--- config.mk ---
export PLATFORM = sky130hd
export DESIGN_NAME = addr_stage
export DESIGN_NICKNAME = d
export VERILOG_FILES = /design/src/pkg/addr_stage_pkg.sv /design/src/hdl/addr_stage.sv
export SDC_FILE = /design/constraint.sdc
export NUM_CORES = 1
export LEC_CHECK = 0
export BUFFER_PORTS_ARGS = -buffer_cell sky130_fd_sc_hd__buf_2
export CORE_MARGIN = 2
export CORE_UTILIZATION = 40
export CTS_CLUSTER_DIAMETER = 150
export CTS_CLUSTER_SIZE = 30
export DETAILED_ROUTE_END_ITERATION = 7
export PLACE_DENSITY = 0.61
export SYNTH_ARGS = -nofsm -noshare
export SYNTH_HDL_FRONTEND = slang
export SYNTH_SLANG_ARGS = --single-unit
export TNS_END_PERCENT = 100
--- constraint.sdc ---
create_clock -name sys_clk -period 8.4 [get_ports sys_clk]
set_input_delay 1.68 -clock sys_clk [delete_from_list [all_inputs] [get_ports sys_clk]]
set_output_delay 1.68 -clock sys_clk [all_outputs]
set_load 0.005 [all_outputs]
--- src/pkg/addr_stage_pkg.sv ---
// Constants and types for the memory bus address output stage.
// Assumes one system clock; all pins arrive asynchronous to it.
package addr_stage_pkg;
  localparam int SET_W = 11;
  localparam int TAG_W = 12;
  localparam int CFG_W = 7;
  localparam int SUB_W = 2;
  // Least clocks of quiet error pin after reset release
  localparam logic [2:0] RST_QUIET_CLKS = 3'h5;
  localparam logic [2:0] RST_CNT_ZERO = 3'h0;
  localparam logic [2:0] RST_CNT_ONE = 3'h1;
  // Clocks from strobe detect to error pin in synchronous snoop mode
  localparam int SYNC_ERR_CLKS = 2;
  // Clocks from snoop cycle detect to error pin in other snoop modes
  localparam int ASYNC_ERR_CLKS = 1;

  typedef enum logic [1:0] {
    SNOOP_SYNC,
    SNOOP_CLOCKED,
    SNOOP_STROBED
  } snoop_mode_t;

  // Line address: everything except the burst sub-line bits
  typedef struct packed {
    logic [CFG_W-1:0] config_addr_field;
    logic [TAG_W-1:0] tag_addr_field;
    logic [SET_W-1:0] set_addr_field;
  } line_addr_t;

  // Pins that pass the input synchroniser
  typedef struct packed {
    logic line_addr_latch_en;
    logic subline_addr_latch_en;
    logic line_addr_out_en_n;
    logic subline_addr_out_en_n;
    logic snoop_strobe_n;
    logic snoop_clock;
    logic snoop_cycle_n;
    logic parity;
    line_addr_t addr;
  } pin_in_t;

  // Even parity: bit that makes the count of ones even
  function automatic logic even_parity(input line_addr_t a);
    return ^a;
  endfunction : even_parity
endpackage : addr_stage_pkg

--- src/hdl/addr_stage.sv ---
// Memory bus address output stage: line and sub-line latches,
// line address parity pin and snoop address parity error output.
// Assumes the bus controller drives all pins to valid levels and the
// core supplies address and cycle strobe on sys_clk.
// Operation
// - Parity pin driven while line output enable low, input otherwise.
// - Synchronous mode samples parity at first clock with strobe active.
// - Clocked mode samples parity at first snoop clock rise with strobe.
// - Strobed mode samples parity at strobe falling edge.
// - Parity sampled only with strobe activation, ignored otherwise.
// - Parity, address and strobe out valid in the same clock.
// - Line latch enable also latches the parity bit.
// - Line output enable also enables the parity driver.
// - Error asserted when sampled parity mismatches snooped line address.
// - Error high from reset until one clock after init finishes.
// - No parity check on strobes while init or self-test runs.
// - Synchronous mode error valid two clocks after strobe, held after.
// - Other modes error valid one clock after snoop cycle, held after.
// - Error inactive during reset and at least five clocks after.
// - Sub-line bits use their own latch enable, rest use line enable.
// - Sub-line latch transparent while its enable is high.
// - Sub-line latch holds once its enable falls.
// - Sub-line latch works regardless of output enables.
// - Sub-line output enable acts apart from line output enable.
// - Line latch holds while its enable is low, passes when high.
// - Snoop with line output enable active is not sampled; in clocked and strobed modes its cycle marker still re-drives the last result.
// - Parity is even over set, tag and config fields only.
`timescale 1ns/1ps
module addr_stage
  import addr_stage_pkg::*;
(
  // Clock and reset
  input wire logic sys_clk,
  input wire logic sys_rst,
  // Core side
  input wire line_addr_t core_line_addr,
  input wire logic [SUB_W-1:0] core_subline_addr,
  input wire logic core_cycle_n,
  input wire snoop_mode_t snoop_mode,
  input wire logic init_selftest_busy_n,
  // Latch and enable pins
  input wire logic line_addr_latch_en,
  input wire logic subline_addr_latch_en,
  input wire logic line_addr_out_en_n,
  input wire logic subline_addr_out_en_n,
  // Snoop pins
  input wire logic snoop_strobe_n,
  input wire logic snoop_clock,
  input wire logic snoop_cycle_n,
  // Address bus pins
  input wire line_addr_t line_addr_i,
  output line_addr_t line_addr_o,
  output logic line_addr_oe,
  output logic [SUB_W-1:0] subline_addr_o,
  output logic subline_addr_oe,
  input wire logic line_addr_parity_i,
  output logic line_addr_parity_o,
  output logic line_addr_parity_oe,
  output logic mem_cycle_addr_strobe_n,
  output logic addr_parity_error_n
);

  pin_in_t pin_raw;
  pin_in_t s1_q, s2_q, s3_q, f_q, f_d;

  // Idle pin levels: enables parked off so reset never drives the bus
  localparam pin_in_t PIN_IDLE = '{line_addr_latch_en: 1'b0,
    subline_addr_latch_en: 1'b0, line_addr_out_en_n: 1'b1,
    subline_addr_out_en_n: 1'b1, snoop_strobe_n: 1'b1,
    snoop_clock: 1'b0, snoop_cycle_n: 1'b1, parity: 1'b0,
    addr: '0};
  assign pin_raw = '{line_addr_latch_en, subline_addr_latch_en,
                     line_addr_out_en_n, subline_addr_out_en_n,
                     snoop_strobe_n, snoop_clock, snoop_cycle_n,
                     line_addr_parity_i, line_addr_i};

  // Filter: a bit moves only when stages two and three agree
  always_comb begin
    f_d = ((s2_q ~^ s3_q) & s3_q) | ((s2_q ^ s3_q) & f_q);
  end

  // Three-stage synchroniser, parked at idle pin levels
  always_ff @(posedge sys_clk or posedge sys_rst) begin
    if (sys_rst) begin
      s1_q <= PIN_IDLE;
      s2_q <= PIN_IDLE;
      s3_q <= PIN_IDLE;
      f_q <= PIN_IDLE;
    end else begin
      s1_q <= pin_raw;
      s2_q <= s1_q;
      s3_q <= s2_q;
      f_q <= f_d;
    end
  end

  // Output latch stage
  line_addr_t line_q, line_d;
  logic [SUB_W-1:0] sub_q, sub_d;
  logic par_q, par_d, cyc_n_q;
  logic line_oe_q, sub_oe_q;

  // Latches modelled as clocked holds: pins are asynchronous, so
  // transparency costs the synchroniser delay plus one clock.
  always_comb begin
    line_d = line_q;
    par_d = par_q;
    sub_d = sub_q;
    if (f_q.line_addr_latch_en) begin
      line_d = core_line_addr;
      par_d = even_parity(core_line_addr);
    end
    if (f_q.subline_addr_latch_en) begin
      sub_d = core_subline_addr;
    end
  end

  // Address, parity and cycle strobe registered on one edge
  always_ff @(posedge sys_clk or posedge sys_rst) begin
    if (sys_rst) begin
      line_q <= '0;
      sub_q <= '0;
      par_q <= 1'b0;
      cyc_n_q <= 1'b1;
      line_oe_q <= 1'b0;
      sub_oe_q <= 1'b0;
    end else begin
      line_q <= line_d;
      sub_q <= sub_d;
      par_q <= par_d;
      cyc_n_q <= core_cycle_n;
      line_oe_q <= ~f_q.line_addr_out_en_n;
      sub_oe_q <= ~f_q.subline_addr_out_en_n;
    end
  end

  assign line_addr_o = line_q;
  assign subline_addr_o = sub_q;
  assign line_addr_parity_o = par_q;
  assign line_addr_oe = line_oe_q;
  assign line_addr_parity_oe = line_oe_q;
  assign subline_addr_oe = sub_oe_q;
  assign mem_cycle_addr_strobe_n = cyc_n_q;

  // Snoop sampling and error reporting
  logic stb_fall, sclk_rise, cyc_fall, take, taken_q, taken_d;
  logic bad, ready;
  logic chk_v_q, chk_v_d, mis_q, mis_d, res_q, res_d;
  logic init_done_q, init_done_d, err_n_q, err_n_d;
  logic [2:0] rst_cnt_q, rst_cnt_d;

  // Edges seen on the filtered pins
  always_comb begin
    stb_fall = f_q.snoop_strobe_n & ~f_d.snoop_strobe_n;
    sclk_rise = ~f_q.snoop_clock & f_d.snoop_clock;
    cyc_fall = f_q.snoop_cycle_n & ~f_d.snoop_cycle_n;
  end

  assign ready = init_done_q && rst_cnt_q == RST_CNT_ZERO;
  assign bad = f_d.parity != even_parity(f_d.addr);

  // One sample per strobe, qualified by output enable and init state
  always_comb begin
    taken_d = taken_q;
    if (f_d.snoop_strobe_n) begin
      taken_d = 1'b0;
    end
    unique case (snoop_mode)
      SNOOP_CLOCKED: take = sclk_rise && !f_d.snoop_strobe_n && !taken_q;
      SNOOP_STROBED: take = stb_fall;
      default: take = stb_fall;
    endcase
    take = take && f_d.line_addr_out_en_n
      && init_selftest_busy_n;
    if (take) begin
      taken_d = 1'b1;
    end
    chk_v_d = take;
    mis_d = take ? bad : mis_q;
    res_d = res_q;
    if (take) begin
      res_d = bad;
    end
    init_done_d = init_done_q;
    if (!init_selftest_busy_n) begin
      init_done_d = 1'b0;
    end else if (!init_done_q) begin
      init_done_d = 1'b1;
    end
    rst_cnt_d = rst_cnt_q;
    if (rst_cnt_q != RST_CNT_ZERO) begin
      rst_cnt_d = rst_cnt_q - RST_CNT_ONE;
    end
    err_n_d = err_n_q;
    if (snoop_mode == SNOOP_SYNC) begin
      if (chk_v_q) begin
        err_n_d = ~mis_q;
      end
    end else if (cyc_fall) begin
      err_n_d = ~res_q;
    end
    // Busy also forces quiet, so an old result never shows in init
    if (!ready || !init_selftest_busy_n) begin
      err_n_d = 1'b1;
    end
  end

  // Error pin from a flop keeps it glitch free
  always_ff @(posedge sys_clk or posedge sys_rst) begin
    if (sys_rst) begin
      taken_q <= 1'b0;
      chk_v_q <= 1'b0;
      mis_q <= 1'b0;
      res_q <= 1'b0;
      init_done_q <= 1'b0;
      rst_cnt_q <= RST_QUIET_CLKS;
      err_n_q <= 1'b1;
    end else begin
      taken_q <= taken_d;
      chk_v_q <= chk_v_d;
      mis_q <= mis_d;
      res_q <= res_d;
      init_done_q <= init_done_d;
      rst_cnt_q <= rst_cnt_d;
      err_n_q <= err_n_d;
    end
  end

  assign addr_parity_error_n = err_n_q;
endmodule : addr_stage

### Word level (Yosys, flattened, before mapping)

Index checks and enable logic that the tools add are counted.

* add/subtract/negate cells: 1
* $mul: 0
* div/mod/pow operators: 0
* magnitude comparators: 0
* equality and inequality tests: 3
* shift operators: 0
* muxes and demuxes: 8
* bitwise gates (word level): 14
* reduce and logical (&&, ||, !) cells: 18

Operators with widths (count)
* $and A38 B38 Y38: 2
* $reduce_xor A30 Y1: 2
* $or A38 B38 Y38: 1
* $xnor A38 B38 Y38: 1
* $xor A38 B38 Y38: 1
* $mux W1: 8
* $not A1 Y1: 6
* $reduce_bool A3 Y1: 2
* $logic_and A1 B1 Y1: 5
* $logic_not A1 Y1: 4
* $and A1 B1 Y1: 3
* $logic_not A3 Y1: 1
* $ne A3 B2 Y1 const B: 1
* $sub A3 B1 Y3 const B: 1
* $eq A2 B1 Y1 const B: 1
* $logic_not A2 Y1: 1
* $reduce_and A2 Y1: 1
* $reduce_bool A2 Y1: 1
* $logic_or A1 B1 Y1: 1
* $ne A1 B1 Y1: 1

* register bits after elaboration: 196
* bits in latches: 0
* bits in writable memories: 0
* memory bits (read-only): 0
* input bits: 76
* output and inout port bits: 38
* word-level logic and storage cells: 102
* memories: 0

### Longest topological paths before layout

Gate-level depths: netlist of run 1.

* depth in word-level cells: 10
* gate-level depth with buffers: 7
* mapped depth without buffers: 7

### Worst setup path after synthesis of run 1

OpenSTA, ideal clock, no wires.

* path kind: in2reg
* start point: input port core_line_addr[9] (netlist name)
* end point: register par_q (netlist: line_addr_parity_o)
* setup time: 141 ps
* arrival: 2497 ps
* path slack: 5762 ps
* stages: 6
* cell sequence: xor2_1 xnor2_1 xnor2_1 xnor2_1 xnor2_1 a21oi_1

* longest elaborated chain between the ends: 1

RTL lines
* start, declared: line addr_stage.sv:36 `input wire line_addr_t core_line_addr,`
* $reduce_xor A30 Y1: line addr_stage_pkg.sv:45 `return ^a;`
* end signal, assigned: line addr_stage.sv:130 `par_q <= par_d;`
* end, declared: line addr_stage.sv:100 `logic par_q, par_d, cyc_n_q;`

No other way between the ends.
A chain may end at the register's enable or synchronous reset.

==> results of run 1 <==
[critical path, delay by kind of cell]
family / cells / cell delay, ps
buffers and inverters: 3 / 1490
[final cells by class]
type	count	area, µm²
Fill cell	1447	8380
Sequential cell	196	4930
Multi-Input combinational cell	185	1820
Timing Repair Buffer	114	573
Clock buffer	18	439
Tap cell	220	275
Clock inverter	14	139
Inverter	7	33.8
[metrics by stage]
| step | cells | instance area (µm²) | hold WS [ps] | utilization (%) | setup slack (ps) |
|---|---|---|---|---|---|
| after floorplan | 393 | 6790 | 331 | - | 1410 |
| after global routing | 754 | 8210 | 354 | 49.5 | 5220 |
| after CTS | 754 | 8210 | 351 | 49.5 | 5440 |
| after detailed placement | 722 | 7630 | 335 | 46.0 | 4990 |
| after global placement | 722 | 7630 | 332 | 46.0 | 5040 |
| final | 754 | 8210 | 351 | 49.5 | 5600 |
[worst max-delay path by stage]
stage                     startpoint        to  slack [ps]  depth (start not counted)
final                        sys_rst   s3_q[8]        5600                          3
after global routing         sys_rst  s3_q[21]        5220                          3
after CTS                    sys_rst   s3_q[8]        5440                          3
after detailed placement     sys_rst  s1_q[12]        4990                          3
after global placement       sys_rst   s1_q[8]        5040                          3
after floorplan              sys_rst   chk_v_q        1410                          1
[synth_stat cells (2+ instances only)]
cell	count
mux2_2	34
dfstp_2	20
nand3_1	2
nor2_1	5
inv_1	7
xnor2_1	26
dfrtp_1	176
o21ai_0	2
xor2_1	24
xnor3_1	4
a21o_1	37
a21oi_1	4
clkbuf_1	4
ha_1	40
[layer usage]
layer	GRT usage [%]	part of all wire, %
met3	5.63	7.8
met5	0	0
met1	16.3	45
met2	19.0	46
met4	4.21	1.1
[power by group through the flow]
stage          clock (mW)  combinational [mW]  sequential, mW
6_report            0.779               0.290            1.07
5_1_grt             0.850               0.325            1.09
4_1_cts             0.810               0.301            1.08
3_5_place_dp            0               0.300            1.09
3_3_place_gp            0               0.294            1.09
2_1_floorplan           0               0.203            1.08
[sequential cells by signal, summed over array words and instances (netlist names)]
signal	count
f_q	38
s1_q	38
s2_q	38
s3_q	38
line_addr_o	30
rst_cnt_q	3
subline_addr_o	2
addr_parity_error_n	1
chk_v_q	1
init_done_q	1
line_addr_oe	1
line_addr_parity_o	1
mem_cycle_addr_strobe_n	1
res_q	1
subline_addr_oe	1
taken_q	1
[kinds of logic after synthesis]
family,count (synthesis),share of synthesized area (%)
muxes,34,5.64
adders and majority gates,40,7.37
and+or+nand+nor,11,0.810
DFF,196,72.6
AOI/OAI and AO/OA,45,4.79
buffers and inverters,12,0.718
xor gates and xnor gates,55,8.12
==> impl_metrics.json, run 1 <==
{
  "status": "finished clean",
  "antenna_found_initial": 0,
  "finalMaxSlewViolations": 0,
  "hold_violations": 0,
  "synth_area_um2": 6790,
  "clkPwrFrac_pct": 36.4,
  "synth_top_area_cell": "dfrtp_1",
  "ant_nets": 0,
  "portBuffers": 113,
  "p_seq_share_pct": 50.1,
  "area_growth_syn_to_layout_pct": 20.8,
  "final_cell_mix": "176 x dfrtp_1, 113 x buf_2, 40 x ha_1",
  "synth_seq_cells": 196,
  "crit_chain": "buf_2, inv_8, buf_4",
  "start_util_pct": 41.0,
  "relSlewSlack_pct": 12.5,
  "die_area_um2": 18000,
  "hold_depth": 0,
  "coreArea_um2": 16600,
  "min_path_type": "flop to flop",
  "syn_inst": 393,
  "die_x_um": 134,
  "clock_sinks": 196,
  "synth-edff-count": 0,
  "clk_pin_slew_ps": 70,
  "routed_wl_um": 10200,
  "p_switching_mw": 0.518,
  "swShare_pct": 24.1,
  "hpwl_um": 6850,
  "nets": 637,
  "ys_types": 22,
  "dieHeight_um": 134,
  "rsz0062_at_grt": "false",
  "drc": 0,
  "ir_drop_v": 0.000157,
  "ctsHoldBuffers": 0,
  "vias": 3320,
  "slowest_delay_ps": 850,
  "drt_iter0_drc": 148,
  "synth.top_cell.area_share_pct": 64.8,
  "cts_resized": 0,
  "ff2ff_path_depth": 7,
  "maxCapViolCount": 0,
  "synth-seq-area-share_pct": 72.6,
  "yosys_warnings": 0,
  "synth.area.top_cells": "dfrtp_1 65%, dfstp_2 7.7%, ha_1 7.4%, mux2_2 5.6%, a21o_1 4.1%",
  "cts_tree": "yes",
  "worstHoldStart": "s1_q[14]",
  "diodes": 0,
  "synth_ff_type": "dfrtp_1",
  "arrival_ps": 3220,
  "htreeDepth": 4,
  "cts_root_buffer": "clkbuf_16",
  "layout-drive-gt1-share_pct": 37.8,
  "synthArstFlopShare_pct": 100,
  "leakagePower_nw": 4.06,
  "vias_per_cell": 4.40,
  "r2r_slack_ps": 6080,
  "gp_congestion": 0.716,
  "layout_commonest_cell": "dfrtp_1",
  "hold_end": "s2_q[14]",
  "timing.final.crit_period_ps": 2800,
  "p_comb_share_pct": 13.5,
  "ios": 114,
  "insertion_delay_ps": 430,
  "drtPass1Iterations": 4,
  "setup_viol": 0,
  "grt_pass1_wl_um": 18000,
  "cp-end-kind": "async pin",
  "p_per_area_nw_per_um2": 261,
  "power_mw": 2.14,
  "fin_skew_ps": 12.6,
  "p_int_mw": 1.63,
  "wl_per_cell_um": 13.5,
  "clockBufferDepth": 2,
  "start_kind": "primary input",
  "rows": 47,
  "synth.avg_cell_area_um2": 17.3,
  "required_ps": 8820,
  "tns_ps": 0,
  "rr_startpoint": "s2_q[12]",
  "syn_nets": 509,
  "tightest_slew_ps": 1310,
  "grt_max_degree": 119,
  "r2r_end": "res_q",
  "cp_max_fo": 118,
  "cts_inserted_buffers": 17,
  "grt_pass1_vias": 3765,
  "overflow": 0,
  "max_freq_mhz": 357,
  "grt_usage_pct": 12.6,
  "post-cts-setup-buffers": 0,
  "crit_path_top_delay_cell": "buf_4",
  "timing_worst_setup_path_type": "primary input to async pin",
  "min_period_over_period_pct": 33.4
}
No activity file was read; power rests on OpenSTA's default activity.
==> inputs of run 2 (changes only) <==
PLACE_DENSITY = 0.63   (was 0.61)
clock period = 2.3 ns   (was 8.4 ns; I/O delays follow)
==> run 2 against run 1 <==
First-iteration DRC count is 5.4% lower. Clock-buffer cell count unchanged. Global-route usage is 0.38 points higher. Critical path depth grew 4. Sequential share of layout area is 0.57 points lower. Clock power rose to 3.6 times the previous value. Worst hold slack got worse by 230 ps. Critical path type is now flop to flop. Critical endpoint is now res_q.
==> impl_metrics.json, run 2 (synthesis results as in run 1) <==
{
  "status": "finished clean",
  "finalMaxSlewViolations": 0,
  "clockBufferDepth": 2,
  "leakagePower_nw": 4.08,
  "arrival_ps": 2610,
  "rsz0062_at_grt": "true",
  "maxCapViolCount": 0,
  "p_comb_share_pct": 13.8,
  "fin_skew_ps": 7.37,
  "grt_usage_pct": 13.0,
  "relSlewSlack_pct": 56.0,
  "vias": 3373,
  "antenna_found_initial": 0,
  "fin_util_pct": 50.0,
  "slowest_delay_ps": 440,
  "clkPwrFrac_pct": 36.2,
  "p_per_area_nw_per_um2": 943,
  "dieHeight_um": 134,
  "layout_commonest_cell": "dfrtp_1",
  "layout-drive-gt1-share_pct": 38.5,
  "final_cell_mix": "176 x dfrtp_1, 113 x buf_2, 40 x ha_1",
  "p_int_mw": 5.93,
  "wl_per_cell_um": 13.9,
  "die_area_um2": 18000,
  "cts_root_buffer": "clkbuf_16",
  "min_period_over_period_pct": 99.7,
  "swShare_pct": 24.1,
  "ios": 114,
  "crit_path_top_delay_cell": "xor3_1",
  "power_mw": 7.81,
  "min_path_type": "primary input to async pin",
  "diodes": 0,
  "cts_inserted_buffers": 17,
  "coreArea_um2": 16600,
  "path_buf_inv": 0,
  "setup_viol": 0,
  "cts_tree": "yes",
  "htreeDepth": 4,
  "die_x_um": 134,
  "routed_wl_um": 10600,
  "start_kind": "flop",
  "crit_top_cell": "xnor3_1",
  "tns_ps": 0,
  "area_growth_syn_to_layout_pct": 21.9,
  "hpwl_um": 7230,
  "rows": 47,
  "nets": 643,
  "vias_per_cell": 4.44,
  "nFillCells": 1430,
  "clock_sinks": 196,
  "insertion_delay_ps": 420,
  "cp_max_fo": 2,
  "whs_ps": 125,
  "start_util_pct": 41.0,
  "ir_drop_v": 0.000540,
  "timing.final.crit_period_ps": 2290,
  "max_freq_mhz": 436,
  "drt_iter0_drc": 140,
  "grt_max_degree": 56,
  "drtPass1Iterations": 4,
  "clk_pin_slew_ps": 70,
  "crit_chain": "ha_1, a21o_1, xor2_1, xor3_1, xnor3_1, xnor3_1, mux2_2",
  "portBuffers": 113,
  "required_ps": 2610,
  "cp-end-kind": "flop",
  "grt_pass1_vias": 3695,
  "cts_resized": 0,
  "gp_congestion": 0.723,
  "cp_top_family": "XOR/XNOR gates",
  "overflow": 0,
  "grt_pass1_wl_um": 18100,
  "hold_violations": 0,
  "drc": 0,
  "p_switching_mw": 1.88,
  "ctsHoldBuffers": 0,
  "timing_worst_setup_path_type": "flop to flop",
  "p_seq_share_pct": 50.0,
  "tightest_slew_ps": 658,
  "ant_nets": 0
}
run 2: layout make-up:
class / count / area (µm²) / area share [%]
Clock buffer: 18 / 439 / 5.30
Tap cell: 220 / 275 / 3.32
Multi-Input combinational cell: 185 / 1820 / 21.9
Sequential cell: 196 / 4930 / 59.5
Timing Repair Buffer: 120 / 668 / 8.07
Clock inverter: 14 / 126 / 1.53
Inverter: 7 / 30.0 / 0.362
run 2: worst paths after layout:
kind | start | depth (start not counted) | slack, ps | to
min reg2reg | s1_q[9] | 0 | 350 | s2_q[9]
max in group asynchronous | sys_rst | 3 | 1490 | s3_q[13]
min | sys_rst | 2 | 130 | line_addr_o[18]
max | s2_q[9] | 7 | 6 | res_q
min in group sys_clk | core_cycle_n | 1 | 130 | mem_cycle_addr_strobe_n
max reg2reg | s2_q[9] | 7 | 6 | res_q
run 2: metal layers:
layer  global-route usage, %  routed length [µm]  vias to the layer above  part of all wire [%]
met5                       0                   0                        -                     0
met4                    4.74                 162                        0                   1.5
met3                    5.63                 719                       15                   6.8
met2                    19.2                4880                       97                    46
met1                    17.1                4820                     1670                    46
li1                        -                   -                     1591                     -
run 2: repair_timing:
action	CTS	global route
endpoints found under the setup margin	1	1
pin swaps	1	5
hold endpoints to repair	0	0
buffers inserted	0	0
run 2: stage by stage:
step,setup slack (ps),area [µm²],instances
after floorplan,-676,6800,393
after global placement,-52.9,7720,728
after detailed placement,-48.6,7720,728
after CTS,-56.1,8280,760
after global routing,-83.4,8280,760
final,5.83,8280,760
run 2: worst register-to-register path, cell delays in order (launching register included):
cell	delay, ps
dfrtp_1	380
ha_1	290
a21o_1	180
xor2_1	180
xor3_1	440
xnor3_1	250
xnor3_1	210
mux2_2	260
run 2: power groups by stage:
stage               clock network [mW]  registers, mW  logic [mW]
detailed placement                   0           3.97        1.12
floorplan                            0           3.95       0.743
CTS                               2.93           3.91        1.12
global route                      3.10           3.95        1.20
global placement                     0           3.96        1.09
finish                            2.83           3.91        1.08
==> inputs of run 3 (changes only) <==
PLACE_DENSITY = 0.61   (was 0.63)
SLEW_MARGIN = 20   (was unset)
clock period = 2.5 ns   (was 2.3 ns; I/O delays follow)
==> run 3 against run 2 <==
Total power decreased by 6.4%. Clock power decreased by 4%. Clock skew increased by 0.85 ps. Die area unchanged. Final area about the same. Clock-buffer cell count unchanged. Largest cell class unchanged. Largest power group unchanged.
==> impl_metrics.json, run 3 (synthesis results as in run 1) <==
{
  "die_area_um2": 18000,
  "leakagePower_nw": 4.09,
  "layout-drive-gt1-share_pct": 38.1,
  "antenna_found_initial": 1,
  "timing_worst_setup_path_type": "flop to flop",
  "min_path_type": "primary input to flop",
  "fin_skew_ps": 8.22,
  "grt_pass1_wl_um": 18200,
  "relSlewSlack_pct": 69.6,
  "rsz0062_at_grt": "false",
  "p_per_area_nw_per_um2": 882,
  "maxCapViolCount": 0,
  "startpoint": "s2_q[7]",
  "min_period_over_period_pct": 92.3,
  "setup_viol": 0,
  "vias_per_cell": 4.42,
  "clockBufferDepth": 2,
  "wl_per_cell_um": 13.6,
  "grt_usage_pct": 12.9,
  "nFillCells": 1432,
  "max_freq_mhz": 433,
  "drtPass1Iterations": 3,
  "hpwl_um": 7020,
  "swShare_pct": 23.8,
  "power_mw": 7.31,
  "timing.final.crit_period_ps": 2310,
  "coreArea_um2": 16600,
  "dieHeight_um": 134,
  "p_comb_share_pct": 13.5,
  "clk_pin_slew_ps": 70,
  "r2r_slack_ps": 190,
  "ir_drop_v": 0.000481,
  "arrival_ps": 2610,
  "ctsHoldBuffers": 1,
  "p_int_mw": 5.57,
  "die_x_um": 134,
  "htreeDepth": 4,
  "cts_resized": 0,
  "p_switching_mw": 1.74,
  "placedCellCount": 725,
  "ff2ff_path_depth": 7,
  "fin_cells": 759,
  "routed_wl_um": 10300,
  "rr_startpoint": "s2_q[7]",
  "drt_iter0_drc": 112,
  "cts_tree": "yes",
  "clock_sinks": 196,
  "gp_congestion": 0.704,
  "fin_util_pct": 50.0,
  "post-cts-setup-buffers": 0,
  "crit_path_end": "res_q",
  "grt_max_degree": 87,
  "clkPwrFrac_pct": 37.3,
  "area_growth_syn_to_layout_pct": 22.0,
  "required_ps": 2800,
  "start_kind": "flop",
  "layout_commonest_cell": "dfrtp_1",
  "overflow": 0,
  "insertion_delay_ps": 420,
  "cp_max_fo": 2,
  "status": "finished clean",
  "ant_nets": 0,
  "hold_violations": 0,
  "vias": 3351,
  "cp-end-kind": "flop",
  "post_dp_cell_area_um2": 7670,
  "rows": 47,
  "multiInputGateArea_um2": 1820,
  "portBuffers": 113,
  "finalMaxSlewViolations": 0,
  "drc": 0,
  "cts_root_buffer": "clkbuf_16",
  "cts_inserted_buffers": 17,
  "tightest_slew_ps": 456,
  "ios": 114,
  "final_cell_mix": "176 x dfrtp_1, 113 x buf_2, 40 x ha_1",
  "grt_pass1_vias": 3787,
  "fin_area_um2": 8290,
  "r2r_end": "res_q",
  "start_util_pct": 41.0,
  "p_seq_share_pct": 49.2,
  "seq_area_um2": 4930,
  "nets": 641
}
run 3: worst min path at each step:
stage	from	endpoint	slack [ps]	cells past startpoint
5_1_grt	snoop_strobe_n	s1_q[33]	140	1
2_1_floorplan	s1_q[0]	s2_q[0]	330	0
3_5_place_dp	s1_q[27]	s2_q[27]	330	0
6_report	line_addr_out_en_n	s1_q[35]	170	1
3_3_place_gp	s1_q[36]	s2_q[36]	330	0
4_1_cts	core_cycle_n	mem_cycle_addr_strobe_n	150	1
run 3: cell type report:
cell class              count  share of cell area (%)
diodes                      1                  0.0302
flip-flops and latches    196                    59.5
clock inverters            14                    1.98
well taps                 220                    3.32
multi-input cells         185                    21.9
clock buffers              18                    5.30
inverters                   7                   0.362
repair buffers            118                    7.61
run 3: worst max-delay path: stages, from the launching register on:
cell,delay (ps)
dfrtp_1,390
ha_1,290
a21o_1,180
xor2_1,200
xor2_1,230
xnor3_1,450
xnor3_1,190
mux2_2,270
run 3: metal layers:
| metal | GRT usage [%] | share of wire, % |
|---|---|---|
| met4 | 4.04 | 1.2 |
| met1 | 16.6 | 45 |
| met3 | 5.67 | 7.0 |
| met2 | 19.6 | 47 |
| met5 | 0 | 0 |
run 3: power groups by stage:
stage	Combinational, mW	Clock (mW)	Sequential, mW
6_report	0.987	2.73	3.59
5_1_grt	1.10	2.96	3.63
4_1_cts	1.02	2.84	3.60
3_5_place_dp	1.02	0	3.65
3_3_place_gp	0.990	0	3.64
2_1_floorplan	0.683	0	3.64
run 3: per-stage QoR:
stage / TNS [ps] / setup WS, ps / hold slack (ps)
after floorplan: -90830 / -516 / 331
after global placement: 0 / 170 / 332
after detailed placement: 0 / 133 / 335
after CTS: 0 / 113 / 147
after global routing: 0 / 47.7 / 141
final: 0 / 193 / 173
